$ cat src/rtl/asr_cfg.svh
`ifndef ASR_CFG_SVH
`define ASR_CFG_SVH
// link geometry
`define ASR_ADDR_W 17
`define ASR_DATA_W 16
// clock period in picoseconds
`define ASR_CLK_PS 4000
// timing figures of the slowest grade, in picoseconds
`define ASR_T_DATA_SETUP_PS 9000
`define ASR_T_ADDR_SETUP_PS 12000
`define ASR_T_LANE_VALID_PS 12000
`define ASR_T_STROBE_DRIVE_ON_PS 17000
`define ASR_T_OE_FLOAT_PS 4000
`define ASR_T_READ_ACCESS_PS 20000
`define ASR_T_STROBE_HIGH_DRIVE_PS 3000
// least times round up to whole cycles
`define ASR_CYC(ps) (((ps) + `ASR_CLK_PS - 1) / `ASR_CLK_PS)
`define ASR_N_DATA_SETUP `ASR_CYC(`ASR_T_DATA_SETUP_PS)
`define ASR_N_ADDR_SETUP `ASR_CYC(`ASR_T_ADDR_SETUP_PS)
`define ASR_N_LANE_VALID `ASR_CYC(`ASR_T_LANE_VALID_PS)
`define ASR_N_STROBE_DRIVE_ON `ASR_CYC(`ASR_T_STROBE_DRIVE_ON_PS)
`define ASR_N_OE_FLOAT `ASR_CYC(`ASR_T_OE_FLOAT_PS)
`define ASR_N_READ_ACCESS `ASR_CYC(`ASR_T_READ_ACCESS_PS)
`define ASR_N_STROBE_HIGH_DRIVE `ASR_CYC(`ASR_T_STROBE_HIGH_DRIVE_PS)
`endif

$ cat src/rtl/asr_pkg.sv
package asr_pkg;
  typedef enum logic [2:0] {
    ASR_IDLE,
    ASR_WR_FLOAT,
    ASR_WR_PULSE,
    ASR_WR_CLOSE,
    ASR_RD_ACCESS,
    ASR_RD_DONE
  } asr_state_t;
  typedef logic [7:0] asr_count_t;
endpackage

$ cat src/rtl/asr_sync2.sv
`timescale 1ns/1ps
// two-stage synchroniser for pin inputs
module asr_sync2 #(
  parameter int WIDTH = 16
) (
  // clock and reset
  input wire logic clock,
  input wire logic rstn,
  // data
  input wire logic [WIDTH-1:0] din,
  output logic [WIDTH-1:0] dout
);
  logic [WIDTH-1:0] meta_q;

  // first stage is read only by the second
  always_ff @(posedge clock)
  begin
    if (!rstn)
    begin
      meta_q <= '0;
      dout <= '0;
    end
    else
    begin
      meta_q <= din;
      dout <= meta_q;
    end
  end
endmodule

$ cat src/rtl/asr_ctrl.sv
`timescale 1ns/1ps
`include "asr_cfg.svh"

////////////////////////////////////////////////////////////////////////////////
// What this block does
// - write opens when all signals valid; releasing any one ends it.
// - setup and hold counted from the edge that ends the window.
// - write data stable ahead of the window end by data setup time.
// - write data may change at the terminating edge.
// - address valid ahead of the window end by address setup time.
// - address may change at the terminating edge.
// - lane selects low ahead of the window end by lane valid time.
// - with output enable low, strobe low pulse lasts the longer width.
// - strobe may stay low over many addresses; lanes open each write.
// - write strobe stays high through every read.
// - address-driven read keeps select, enable and lane low throughout.
// - in select-driven read, address valid no later than select falls.
// - output enable high some time before strobe falls, bus floats.
// - chip select already high before the retention state is entered.
module asr_ctrl #(
  parameter int ADDR_W = `ASR_ADDR_W,
  parameter int DATA_W = `ASR_DATA_W
) (
  // clock and reset
  input wire logic clock,
  input wire logic rstn,
  // user request
  input wire logic req_valid,
  output logic req_ready,
  input wire logic req_write,
  input wire logic [ADDR_W-1:0] req_addr,
  input wire logic [DATA_W-1:0] req_wdata,
  input wire logic [1:0] req_lanes,
  input wire logic burst_hold,
  input wire logic retain_req,
  // user answer
  output logic rsp_valid,
  output logic [DATA_W-1:0] rsp_rdata,
  output logic retain_ok,
  // memory pins
  output logic chip_select_n,
  output logic output_enable_n,
  output logic write_strobe_n,
  output logic low_lane_select_n,
  output logic high_lane_select_n,
  output logic [ADDR_W-1:0] mem_addr,
  output logic [DATA_W-1:0] mem_dq_o,
  output logic mem_dq_oe,
  input wire logic [DATA_W-1:0] mem_dq_i,
  // state
  output asr_pkg::asr_state_t state
);
  import asr_pkg::*;

  localparam asr_count_t N_SETUP = asr_count_t'(`ASR_N_ADDR_SETUP);
  localparam asr_count_t N_PULSE = asr_count_t'(`ASR_N_STROBE_DRIVE_ON);
  localparam asr_count_t N_FLOAT = asr_count_t'(`ASR_N_OE_FLOAT);
  localparam asr_count_t N_READ = asr_count_t'(`ASR_N_READ_ACCESS + 2);
  localparam asr_count_t N_TURN = asr_count_t'(`ASR_N_STROBE_HIGH_DRIVE);
  localparam asr_count_t N_DSET = asr_count_t'(`ASR_N_DATA_SETUP);
  localparam asr_count_t N_LANE = asr_count_t'(`ASR_N_LANE_VALID);
  // the window is held for the widest of address, lane, data and strobe figures
  localparam asr_count_t N_WIN_A = (N_SETUP > N_LANE) ? N_SETUP : N_LANE;
  localparam asr_count_t N_WIN_B = (N_DSET > N_PULSE) ? N_DSET : N_PULSE;
  localparam asr_count_t N_WIN = (N_WIN_A > N_WIN_B) ? N_WIN_A : N_WIN_B;

  asr_state_t state_q;
  asr_state_t state_d;
  asr_count_t cnt_q;
  logic strobe_held_q;
  logic [DATA_W-1:0] rdata_sync;
  logic [1:0] lanes_q;
  logic last_write_q;
  logic burst_keep;

  assign state = state_q;
  // strobe stays low from the closing phase of a burst write until the next one
  assign burst_keep = burst_hold && (strobe_held_q || state_q == ASR_WR_CLOSE || state_d == ASR_WR_CLOSE);

  ////////////////////////////////////////////////////////////////////////////
  // read data passes two flops before use
  asr_sync2 #(
    .WIDTH(DATA_W)
  ) u_rd_sync (
    .clock(clock),
    .rstn(rstn),
    .din(mem_dq_i),
    .dout(rdata_sync)
  );

  ////////////////////////////////////////////////////////////////////////////
  // accept only in idle; after a write, wait for the memory to release
  assign req_ready = (state_q == ASR_IDLE) && !retain_req
    && !(last_write_q && cnt_q != '0);
  assign retain_ok = (state_q == ASR_IDLE) && chip_select_n && retain_req;

  // next state
  always_comb
  begin
    state_d = state_q;
    case (state_q)
      ASR_IDLE:
      begin
        if (req_valid && req_ready)
        begin
          if (req_write)
            state_d = strobe_held_q ? ASR_WR_PULSE : ASR_WR_FLOAT;
          else
            state_d = ASR_RD_ACCESS;
        end
      end
      ASR_WR_FLOAT:
      begin
        if (cnt_q == '0)
          state_d = ASR_WR_PULSE;
      end
      ASR_WR_PULSE:
      begin
        if (cnt_q == '0)
          state_d = ASR_WR_CLOSE;
      end
      ASR_WR_CLOSE:
        state_d = ASR_IDLE;
      ASR_RD_ACCESS:
      begin
        if (cnt_q == '0)
          state_d = ASR_RD_DONE;
      end
      ASR_RD_DONE:
        state_d = ASR_IDLE;
      default:
        state_d = ASR_IDLE;
    endcase
  end

  always_ff @(posedge clock)
  begin
    if (!rstn)
      state_q <= ASR_IDLE;
    else
      state_q <= state_d;
  end

  ////////////////////////////////////////////////////////////////////////////
  // phase counter; also spaces the bus turnaround after a write
  always_ff @(posedge clock)
  begin
    if (!rstn)
      cnt_q <= '0;
    else if (state_q != state_d)
    begin
      case (state_d)
        ASR_WR_FLOAT: cnt_q <= N_FLOAT - 8'h01;
        ASR_WR_PULSE: cnt_q <= N_WIN - 8'h01;
        ASR_RD_ACCESS: cnt_q <= N_READ - 8'h01;
        ASR_IDLE: cnt_q <= last_write_q ? N_TURN : 8'h00;
        default: cnt_q <= 8'h00;
      endcase
    end
    else if (cnt_q != '0)
      cnt_q <= cnt_q - 8'h01;
  end

  // kind of the most recent access
  always_ff @(posedge clock)
  begin
    if (!rstn)
      last_write_q <= 1'b0;
    else if (req_valid && req_ready)
      last_write_q <= req_write;
  end

  ////////////////////////////////////////////////////////////////////////////
  // address and lanes latch at acceptance, held through the window
  always_ff @(posedge clock)
  begin
    if (!rstn)
    begin
      mem_addr <= '0;
      mem_dq_o <= '0;
      lanes_q <= 2'h0;
    end
    else if (req_valid && req_ready)
    begin
      mem_addr <= req_addr; // valid from the same edge where select falls
      mem_dq_o <= req_wdata; // change only after window
      lanes_q <= (req_lanes == 2'h0) ? 2'h3 : req_lanes;
    end
  end

  ////////////////////////////////////////////////////////////////////////////
  // control pins; strobe held low in burst mode between writes
  always_ff @(posedge clock)
  begin
    if (!rstn)
      strobe_held_q <= 1'b0;
    else if (state_q == ASR_WR_CLOSE)
      strobe_held_q <= burst_hold;
    else if (state_d == ASR_RD_ACCESS || !burst_hold)
      strobe_held_q <= 1'b0;
  end

  always_ff @(posedge clock)
  begin
    if (!rstn)
    begin
      chip_select_n <= 1'b1;
      output_enable_n <= 1'b1;
      write_strobe_n <= 1'b1;
      low_lane_select_n <= 1'b1;
      high_lane_select_n <= 1'b1;
      mem_dq_oe <= 1'b0;
    end
    else
    begin
      // select low for any access; high deselects the memory
      chip_select_n <= !(state_d != ASR_IDLE || burst_keep);
      // enable stays high on writes so the memory never fights us
      output_enable_n <= !(state_d == ASR_RD_ACCESS || state_d == ASR_RD_DONE);
      // no lift between chained writes: only the lanes open and close them
      write_strobe_n <= !(state_d == ASR_WR_PULSE
        || ((state_d == ASR_WR_CLOSE || state_d == ASR_IDLE) && burst_keep));
      // lane pulses close each write; they alone end a burst write
      low_lane_select_n <= !((state_d == ASR_WR_PULSE || state_d == ASR_RD_ACCESS
        || state_d == ASR_RD_DONE) && lanes_q[0]);
      high_lane_select_n <= !((state_d == ASR_WR_PULSE || state_d == ASR_RD_ACCESS
        || state_d == ASR_RD_DONE) && lanes_q[1]);
      // drive only while the strobe is low and enable high
      mem_dq_oe <= (state_d == ASR_WR_PULSE);
    end
  end

  ////////////////////////////////////////////////////////////////////////////
  // read data captured after access time plus synchroniser delay
  always_ff @(posedge clock)
  begin
    if (!rstn)
    begin
      rsp_valid <= 1'b0;
      rsp_rdata <= '0;
    end
    else
    begin
      rsp_valid <= (state_q == ASR_RD_DONE);
      if (state_q == ASR_RD_DONE)
      begin
        // unselected lanes read zero; selected lanes pass the synchronised data
        rsp_rdata[7:0] <= lanes_q[0] ? rdata_sync[7:0] : 8'h00;
        rsp_rdata[DATA_W-1:8] <= lanes_q[1] ? rdata_sync[DATA_W-1:8] : '0;
      end
    end
  end
endmodule

$ cat config.mk
export PLATFORM = sky130hd
export DESIGN_NAME = asr_ctrl
export DESIGN_NICKNAME = d
export VERILOG_FILES = /design/src/rtl/asr_pkg.sv /design/src/rtl/asr_sync2.sv /design/src/rtl/asr_ctrl.sv
export VERILOG_INCLUDE_DIRS = /design/src /design/src/rtl
export SDC_FILE = /design/constraint.sdc
export NUM_CORES = 1
export LEC_CHECK = 0
export ABC_AREA = 1
export ABC_CLOCK_PERIOD_IN_PS = 2200
export BUFFER_PORTS_ARGS = -buffer_cell sky130_fd_sc_hd__buf_2
export CORE_ASPECT_RATIO = 1.2
export CORE_MARGIN = 2
export CORE_UTILIZATION = 50
export CTS_CLUSTER_SIZE = 12
export DETAILED_ROUTE_END_ITERATION = 10
export GPL_ROUTABILITY_DRIVEN = 0
export PLACE_DENSITY_LB_ADDON = 0.08
export REMOVE_ABC_BUFFERS = 1
export SLEW_MARGIN = 25
export SYNTH_ARGS = -nofsm -noshare
export SYNTH_HDL_FRONTEND = slang
export SYNTH_SLANG_ARGS = --single-unit
$ cat constraint.sdc
create_clock -name clock -period 2.2 [get_ports clock]
set_input_delay 0.22 -clock clock [delete_from_list [all_inputs] [get_ports clock]]
set_output_delay 0.22 -clock clock [all_outputs]
set_load 0.05 [all_outputs]
# Word level (Yosys, flattened, before mapping)
# Cells that the tools add are included.
word_totals:
  ff_bits: 103
  inputBits: 57
  output_inout_bits: 61
  word_cells: 79
classes:
  n_addsub: 1
  n_eq_ne: 10
  mux: 16
  n_reduce_logical: 35
ops:
  columns: ["op", "n"]
  rows:
  - ["$mux 8", 4]
  - ["$mux 3", 5]
  - ["$eq 3x2->1 const B", 4]
  - ["$eq 3x3->1 const B", 4]
  - ["$pmux 3 s4", 1]
  - ["$logic_and 1x1->1", 10]
  - ["$logic_or 1x1->1", 9]
  - ["$pmux 3 s3", 1]
  - ["$logic_not 1->1", 8]
  - ["$logic_not 8->1", 1]
  - ["$reduce_bool 8->1", 1]
  - ["$sub 8x1->8 const B", 1]
  - ["$logic_not 3->1", 2]
  - ["$mux 2", 2]
  - ["$reduce_bool 2->1", 2]
  - ["$eq 3x1->1 const B", 1]
  - ["$mux 1", 3]
  - ["$ne 3x3->1", 1]
  - ["$reduce_bool 3->1", 1]
  - ["$logic_not 2->1", 1]

# Longest topological paths before layout
# Gate-level depths: netlist of run 1.
depth:
  ltp_word: 13
  ltp_mapped: 13
  mapped_depth_nobuf: 13

# Modules after synthesis
# From an unflattened synthesis of run 1, not the netlist that was laid out.
unflattened:
  hier_cells: 465
  area_unflattened_um2: 3707.3
by_module_without_submodules:
  columns: ["module", "n_inst", "cells_each", "area_per_inst_um2", "seq_area_each_um2"]
  rows:
  - ["asr_ctrl", 1, 366, 2792.7, 1421.4]
  - ["asr_sync2", 1, 99, 914.6, 640.6]

# Worst setup path after synthesis of run 1
# Ideal clock, no wire load.
synth_timing:
  kind: "flip-flop to flip-flop"
  start: "register state_q[0], in the netlist state[0]"
  end: "register cnt_q[0]"
  setup_time_ns: 0.120
  t_arrival_ns: 1.732
  required_time_ns: 2.080
  slack_ns: 0.348
  path_stages_with_launch: 10
  n_path_buf: 0
  synth_period_minus_slack_ns: 1.852
  path_cell_list: "dfxtp_1 -> inv_1 -> nand3_1 -> nand2_1 -> a21oi_4 -> nand3_2 -> nand2_2 -> nand3_2 -> o21ai_1 -> a21oi_1"
synth_between:
  elab_chain_len: 9
  word_cells_on_any_way: 19
  classes_between: "eq/ne (6); mux (7); reduce/logical (6)"
synth_rtl:
  columns: ["item", "line_no", "text"]
  rows:
  - ["start, declared", "asr_ctrl.sv:67", "asr_state_t state_q;"]
  - ["start signal, assigned", "asr_ctrl.sv:141", "state_q <= state_d;"]
  - ["$logic_not 3->1", "asr_ctrl.sv:93, asr_ctrl.sv:101", null]
  - ["$logic_and 1x1->1", "asr_ctrl.sv:93", "assign req_ready = (state_q == ASR_IDLE) && !retain_req"]
  - ["$logic_and 1x1->1", "asr_ctrl.sv:94", "&& !(last_write_q && cnt_q != '0);"]
  - ["$logic_and 1x1->1", "asr_ctrl.sv:104", "if (req_valid && req_ready)"]
  - ["$mux 3", "asr_ctrl.sv:104", null]
  - ["$pmux 3 s4", "asr_ctrl.sv:101", "case (state_q)"]
  - ["$eq 3x3->1 (tied with other cells)", "asr_ctrl.sv:152", "case (state_d)"]
  - ["$pmux 3 s3", "asr_ctrl.sv:152", null]
  - ["$mux 8", "asr_ctrl.sv:150", "else if (state_q != state_d)"]
  - ["end signal, assigned", "asr_ctrl.sv:153", "ASR_WR_FLOAT: cnt_q <= N_FLOAT - 8'h01;"]
  - ["end signal, assigned", "asr_ctrl.sv:154", "ASR_WR_PULSE: cnt_q <= N_WIN - 8'h01;"]
  - ["end signal, assigned", "asr_ctrl.sv:155", "ASR_RD_ACCESS: cnt_q <= N_READ - 8'h01;"]
  - ["end, declared", "asr_ctrl.sv:69", "asr_count_t cnt_q;"]
# Parallel ways exist; a longest one is shown, timed or not.
# A chain may end at the register's enable or synchronous reset.

# Worst setup path after layout of run 1
layout_timing:
  start: "register cnt_q[0]"
  end: "output req_ready"
layout_between:
  elab_chain_len: 4
layout_rtl:
  columns: ["item", "line_no", "text"]
  rows:
  - ["$reduce_bool 8->1", "asr_ctrl.sv:94", null]
  - ["$logic_and 1x1->1", "asr_ctrl.sv:94", null]
  - ["$logic_not 1->1", "asr_ctrl.sv:94", null]
  - ["$logic_and 1x1->1", "asr_ctrl.sv:94", null]
  - ["end, declared", "asr_ctrl.sv:29", "output logic req_ready,"]
# No other way between the ends.

==> results of run 1 <==
[state kept, by name, indices dropped and copies added, names as in the netlist, 2 cells and up]
name              flops
cnt_q                 8
lanes_q               2
mem_addr             17
mem_dq_o             16
rsp_rdata            16
state                 3
u_rd_sync.dout       16
u_rd_sync.meta_q     16
[cell usage in the layout (no fill, tap or decap), types with 4 or more instances in the layout]
cell        n
nand4_1     5
buf_2     116
nor2_2      6
xor2_1      4
nor2_4      4
clkbuf_8    9
a21oi_1    41
inv_1      50
buf_4       9
nand3_1    53
o21ai_0    17
nor2_1     17
dfxtp_1   103
nand2_1   107
[area by class of cell]
type,count,area [um2]
Inverter,56,210.2
Tap cell,90,112.6
Timing Repair Buffer,125,648.1
Multi-Input combinational cell,284,1428
Fill cell,687,2646
Clock inverter,7,86.33
Sequential cell,103,2062
Clock buffer,9,123.9
[report_power, final]
part           internal [W]  switching (W)  total, W
Clock              0.000548       0.000689   0.00124
Sequential          0.00202      0.0000968   0.00212
Combinational      0.000473        0.00108   0.00155
[per-layer routing]
metal | wire (um) | vias up | GRT usage, %
li1 | - | 1708 | -
met3 | 410 | 17 | 4.194
met5 | 0 | - | 0
met1 | 3508 | 1477 | 24.70
met4 | 191 | 0 | 8.437
met2 | 4199 | 80 | 33.85
[how the worst min path moves through the flow]
stage	from	end	slack (ns)	cells past startpoint
6_report	mem_dq_i[12]	u_rd_sync.meta_q[12]	0.02	3
5_1_grt	mem_dq_i[13]	u_rd_sync.meta_q[13]	0.02	3
4_1_cts	mem_dq_i[11]	u_rd_sync.meta_q[11]	0.01	3
3_5_place_dp	u_rd_sync.meta_q[11]	u_rd_sync.dout[11]	0.40	2
3_3_place_gp	u_rd_sync.meta_q[5]	u_rd_sync.dout[5]	0.39	2
2_1_floorplan	rstn	u_rd_sync.dout[0]	0.31	2
[metrics by stage]
stage	setup TNS, ns	instance area, um2	hold slack, ns
2_1_floorplan	-26.48	3694	0.3135
3_3_place_gp	0	4457	0.3883
3_5_place_dp	0	4457	0.3953
4_1_cts	0	4669	0.01486
5_1_grt	0	4671	0.02330
6_report	0	4671	0.02404
[synth_stat cells]
cell type,number
nand2_1,107
dfxtp_1,103
nand3_1,53
inv_1,50
a21oi_1,41
nor2_1,17
o21ai_0,17
clkbuf_1,12
nor2_2,6
nand4_1,5
buf_1,4
buf_6,4
nor2_4,4
nor3_1,4
xor2_1,4
buf_4,3
clkinv_1,3
inv_2,3
nand2_2,3
nand2_4,3
nand3_2,3
o21a_1,2
o21ai_1,2
a21oi_2,1
a21oi_4,1
a31oi_1,1
buf_2,1
ha_1,1
nand4_2,1
nor3_2,1
nor3b_1,1
nor4_1,1
nor4_2,1
o211ai_1,1
o21ai_2,1
or2_1,1
xnor2_1,1
[what timing repair did]
action / 4_1_cts / 5_1_grt
endpoints found under the hold margin: 0 / 0
cloned: 0 / 0
endpoints found under the setup margin: 1 / 1
resized for setup: 1 / 1
[logic make-up (layout without fill, tap and decap cells)]
logic type,count (synthesis),after routing,share of synthesized area [%]
adders and majority gates,1,1,0.3270
DFF,103,103,53.89
buffers and inverters,80,197,8.960
xor gates and xnor gates,5,5,1.144
and+or+nand+nor,211,211,26.19
AOI/OAI and AO/OA,67,67,9.484
[tightest hold or removal path, cell delays in order]
cell and delay, ns:
buf_2 0.07, nand2_1 0.04, inv_1 0.04
==> run metrics, run 1 <==
CP startpoint=cnt_q[0]; Req. time, crit path=1.98 ns; clk_skew=0.01719 ns; initial antenna violation count=0; Synth Cell Area=3826 um2; pwr dens=1052 nW/um2; post-synth top area cell=dfxtp_1; DPL Wire Length=5.891 mm; Peak VDD IR=0.0005992 V; hold_buf cts=0; final wirelength=8.309 mm; Pins Over Slew Limit=0; first-pass GRT wire length=13.53 mm; IO buf count=117; via count=3282; Initial Utilization=52.29%; share of layout cells above drive strength 1=29.28%; Max Cap Viol=0; Die Wd=83.86 um; R2R depth=8; grt total ovfl=0; Reg-to-Reg Start=cnt_q[0]; critical path depth=6; gr usage total=19.93%; critical path class=flip-flop to output port; # setup viols final=0; slew margin rel.=74.37%; dpl ws=0.2355 ns; Detailed Routing Iterations Pass 1=4; CTS H-tree lvls=3; Placed Cells=658; TritonCTS clock tree=done; root buf cell=clkbuf_8; final net count=637; TritonCTS Buffers=9; crit path cell chain=inv_1, ha_1, nand2_4, nor2_4, o21a_2, buf_4; die area=8371 um2; vias in the first global route=3015; top area cells in the synthesized netlist=dfxtp_1, nand2_1, nand3_1; Clock Pin Slew Worst Setup and Hold Paths=0.11 ns; Yosys top cell area share=53.89%; Final Non-Filler Cells=674; Period minus WS final=2.077 ns; Fin. Hold Viols=0; WL/cell=12.33 um; Syn-to-layout area delta=22.07%; Clock Sinks=103; crit start category=flip-flop; RSZ-0062 raised after global routing=no; initial DRC count=180; Core Box Area=7317 um2; cells after synthesis=467; end of the worst register-to-register path=mem_addr[3]; site row count=34; Netlist cell types=37; Die H=99.83 um; Fmax=481.4 MHz; largest net degree at the start of global routing=38; Worst-Margin Slew=0.3841 ns; Max stage delay on crit path=0.31 ns; CP max-delay cell=dfxtp_1; Crit Path Max Fanout=9; final worst slack=0.1226 ns; WP buf/inv=2; syn avg cell area=8.193 um2; run status=finished clean; Post-CTS Setup Inserts=0; DRC=0; Worst EP arrival=1.86 ns; Layout Utilization=63.83%; Critical Path End=req_ready; ant diodes=0; Leak=2.339 nW; Tcrit/Tclk final=94.43%; ANT nets after route=0; Worst path top cell family by delay=buffers and inverters; Clock Latency Late Sink=0.37 ns; CP Capture Type=output port; routed vias/inst=4.869; Seq cells post-synth=103; total I/O pin count=118; clock buffer depth=2; warnings from Yosys=0; post-synthesis sequential area ratio=53.89%; Tot Pwr=0.004912 W; class of the worst hold path=input pin to flip-flop; r2r setup slk=0.34 ns
Note: power is estimated with default switching activity, not from simulation.
==> run 2: changes to the inputs <==
- CORE_MARGIN: 2 -> 1
- CTS_CLUSTER_SIZE: 12 -> default
==> run metrics, run 2 (synthesis results as in run 1) <==
WL/cell=12.44 um; critical path class=flip-flop to output port; Fin. Hold Viols=0; Clock Latency Late Sink=0.37 ns; Fmax=486.5 MHz; CTS H-tree lvls=3; class of the worst hold path=input pin to flip-flop; DRC=0; Die H=97.83 um; Crit Path Max Fanout=11; Detailed Routing Iterations Pass 1=4; net load switching power=0.001889 W; max FFs per register=17; Comb power frac=32.1%; initial DRC count=129; die area=8007 um2; Syn-to-layout area delta=21.65%; gr usage total=21.45%; # setup viols final=0; Worst-Margin Slew=0.4280 ns; vias in the first global route=3057; Post-CTS Setup Inserts=0; Req. time, crit path=1.98 ns; Worst EP arrival=1.84 ns; post-route cell area=4654 um2; clk_skew=0.01216 ns; ANT nets after route=0; initial antenna violation count=1; Max Cap Viol=0; Clock Pin Slew Worst Setup and Hold Paths=0.11 ns; Hold Path Cell Cnt=3; post-CTS sizing=2; switching share of power=38.90%; first-pass GRT wire length=13.19 mm; site row count=34; most common cell after layout, fill and taps aside=buf_2; Die Wd=81.86 um; TritonCTS clock tree=done; RSZ-0062 raised after global routing=no; root buf cell=clkbuf_8; DPL Wire Length=5.964 mm; Tcrit/Tclk final=93.43%; largest register by flop count=mem_addr; Leak=2.325 nW; WHS=0.02029 ns; Initial Utilization=52.29%; via count=3320; Clock Sinks=103; IO buf count=117; TritonCTS Buffers=9; final net count=635; routed vias/inst=4.933; Pins Over Slew Limit=0; CP Capture Type=output port; Peak VDD IR=0.0006106 V; crit start category=flip-flop; final wirelength=8.371 mm; dpl cell area=4442 um2; Reg power frac=43.8%; clock buffer depth=2; Tot Pwr=0.004856 W; setup total negative slack=0 ns; most frequent cells in the layout=buf_2, nand2_1, dfxtp_1; R2R depth=13; total I/O pin count=118; Clock Power Share=24.1%; largest net degree at the start of global routing=47; grt total ovfl=0; Core Box Area=7317 um2; pwr dens=1043 nW/um2; slew margin rel.=71.47%; hold_buf cts=0; share of layout cells above drive strength 1=29.04%; run status=finished clean; internal power component=0.002967 W; Period minus WS final=2.056 ns
==> run 2: worst paths after layout <==
path	startpoint	end	slack, ns
max reg2reg	cnt_q[0]	cnt_q[2]	0.30
max	cnt_q[0]	req_ready	0.14
min reg2reg	u_rd_sync.meta_q[0]	u_rd_sync.dout[0]	0.41
min	mem_dq_i[10]	u_rd_sync.meta_q[10]	0.02
==> run 2: per-layer routing <==
| layer | share of wire [%] | wire (um) | global-route usage, % | vias up |
|---|---|---|---|---|
| li1 | - | - | - | 1705 |
| met1 | 42 | 3479 | 24.08 | 1507 |
| met2 | 51 | 4262 | 36.36 | 89 |
| met3 | 4.8 | 399 | 4.673 | 19 |
| met4 | 2.7 | 229 | 12.42 | 0 |
| met5 | 0 | 0 | 0 | - |
==> run 2: cell type report <==
cell class / count / area (um2)
fill: 697 / 2663
sequential: 103 / 2062
multi-input combinational: 284 / 1434
timing repair buffer: 123 / 633.1
inverter: 56 / 210.2
clock buffer: 10 / 137.6
tap: 90 / 112.6
clock inverter: 6 / 62.56
antenna: 1 / 2.502
==> run 2: worst max-delay path: stages (launching register included) <==
cell     delay (ns)
dfxtp_1        0.32
inv_1          0.11
ha_1           0.28
nand2_4        0.10
nor2_4         0.19
o21a_4         0.24
buf_4          0.23
==> run 2: power by group through the flow <==
stage | combinational, W | clock, W | sequential (W)
final | 0.00156 | 0.00117 | 0.00213
after global routing | 0.00171 | 0.00127 | 0.00214
after CTS | 0.00156 | 0.00120 | 0.00213
after detailed placement | 0.00155 | 0 | 0.00217
after global placement | 0.00151 | 0 | 0.00216
after floorplan | 0.000886 | 0 | 0.00244
==> run 2: per-stage QoR <==
stage / util [%] / instances / setup slack, ns
final: 63.61 / 673 / 0.1444
after global routing: 63.61 / 673 / 0.08142
after CTS: 63.49 / 672 / 0.05299
after detailed placement: 60.70 / 656 / 0.1346
after global placement: 60.70 / 656 / 0.2214
after floorplan: - / 443 / -0.5133
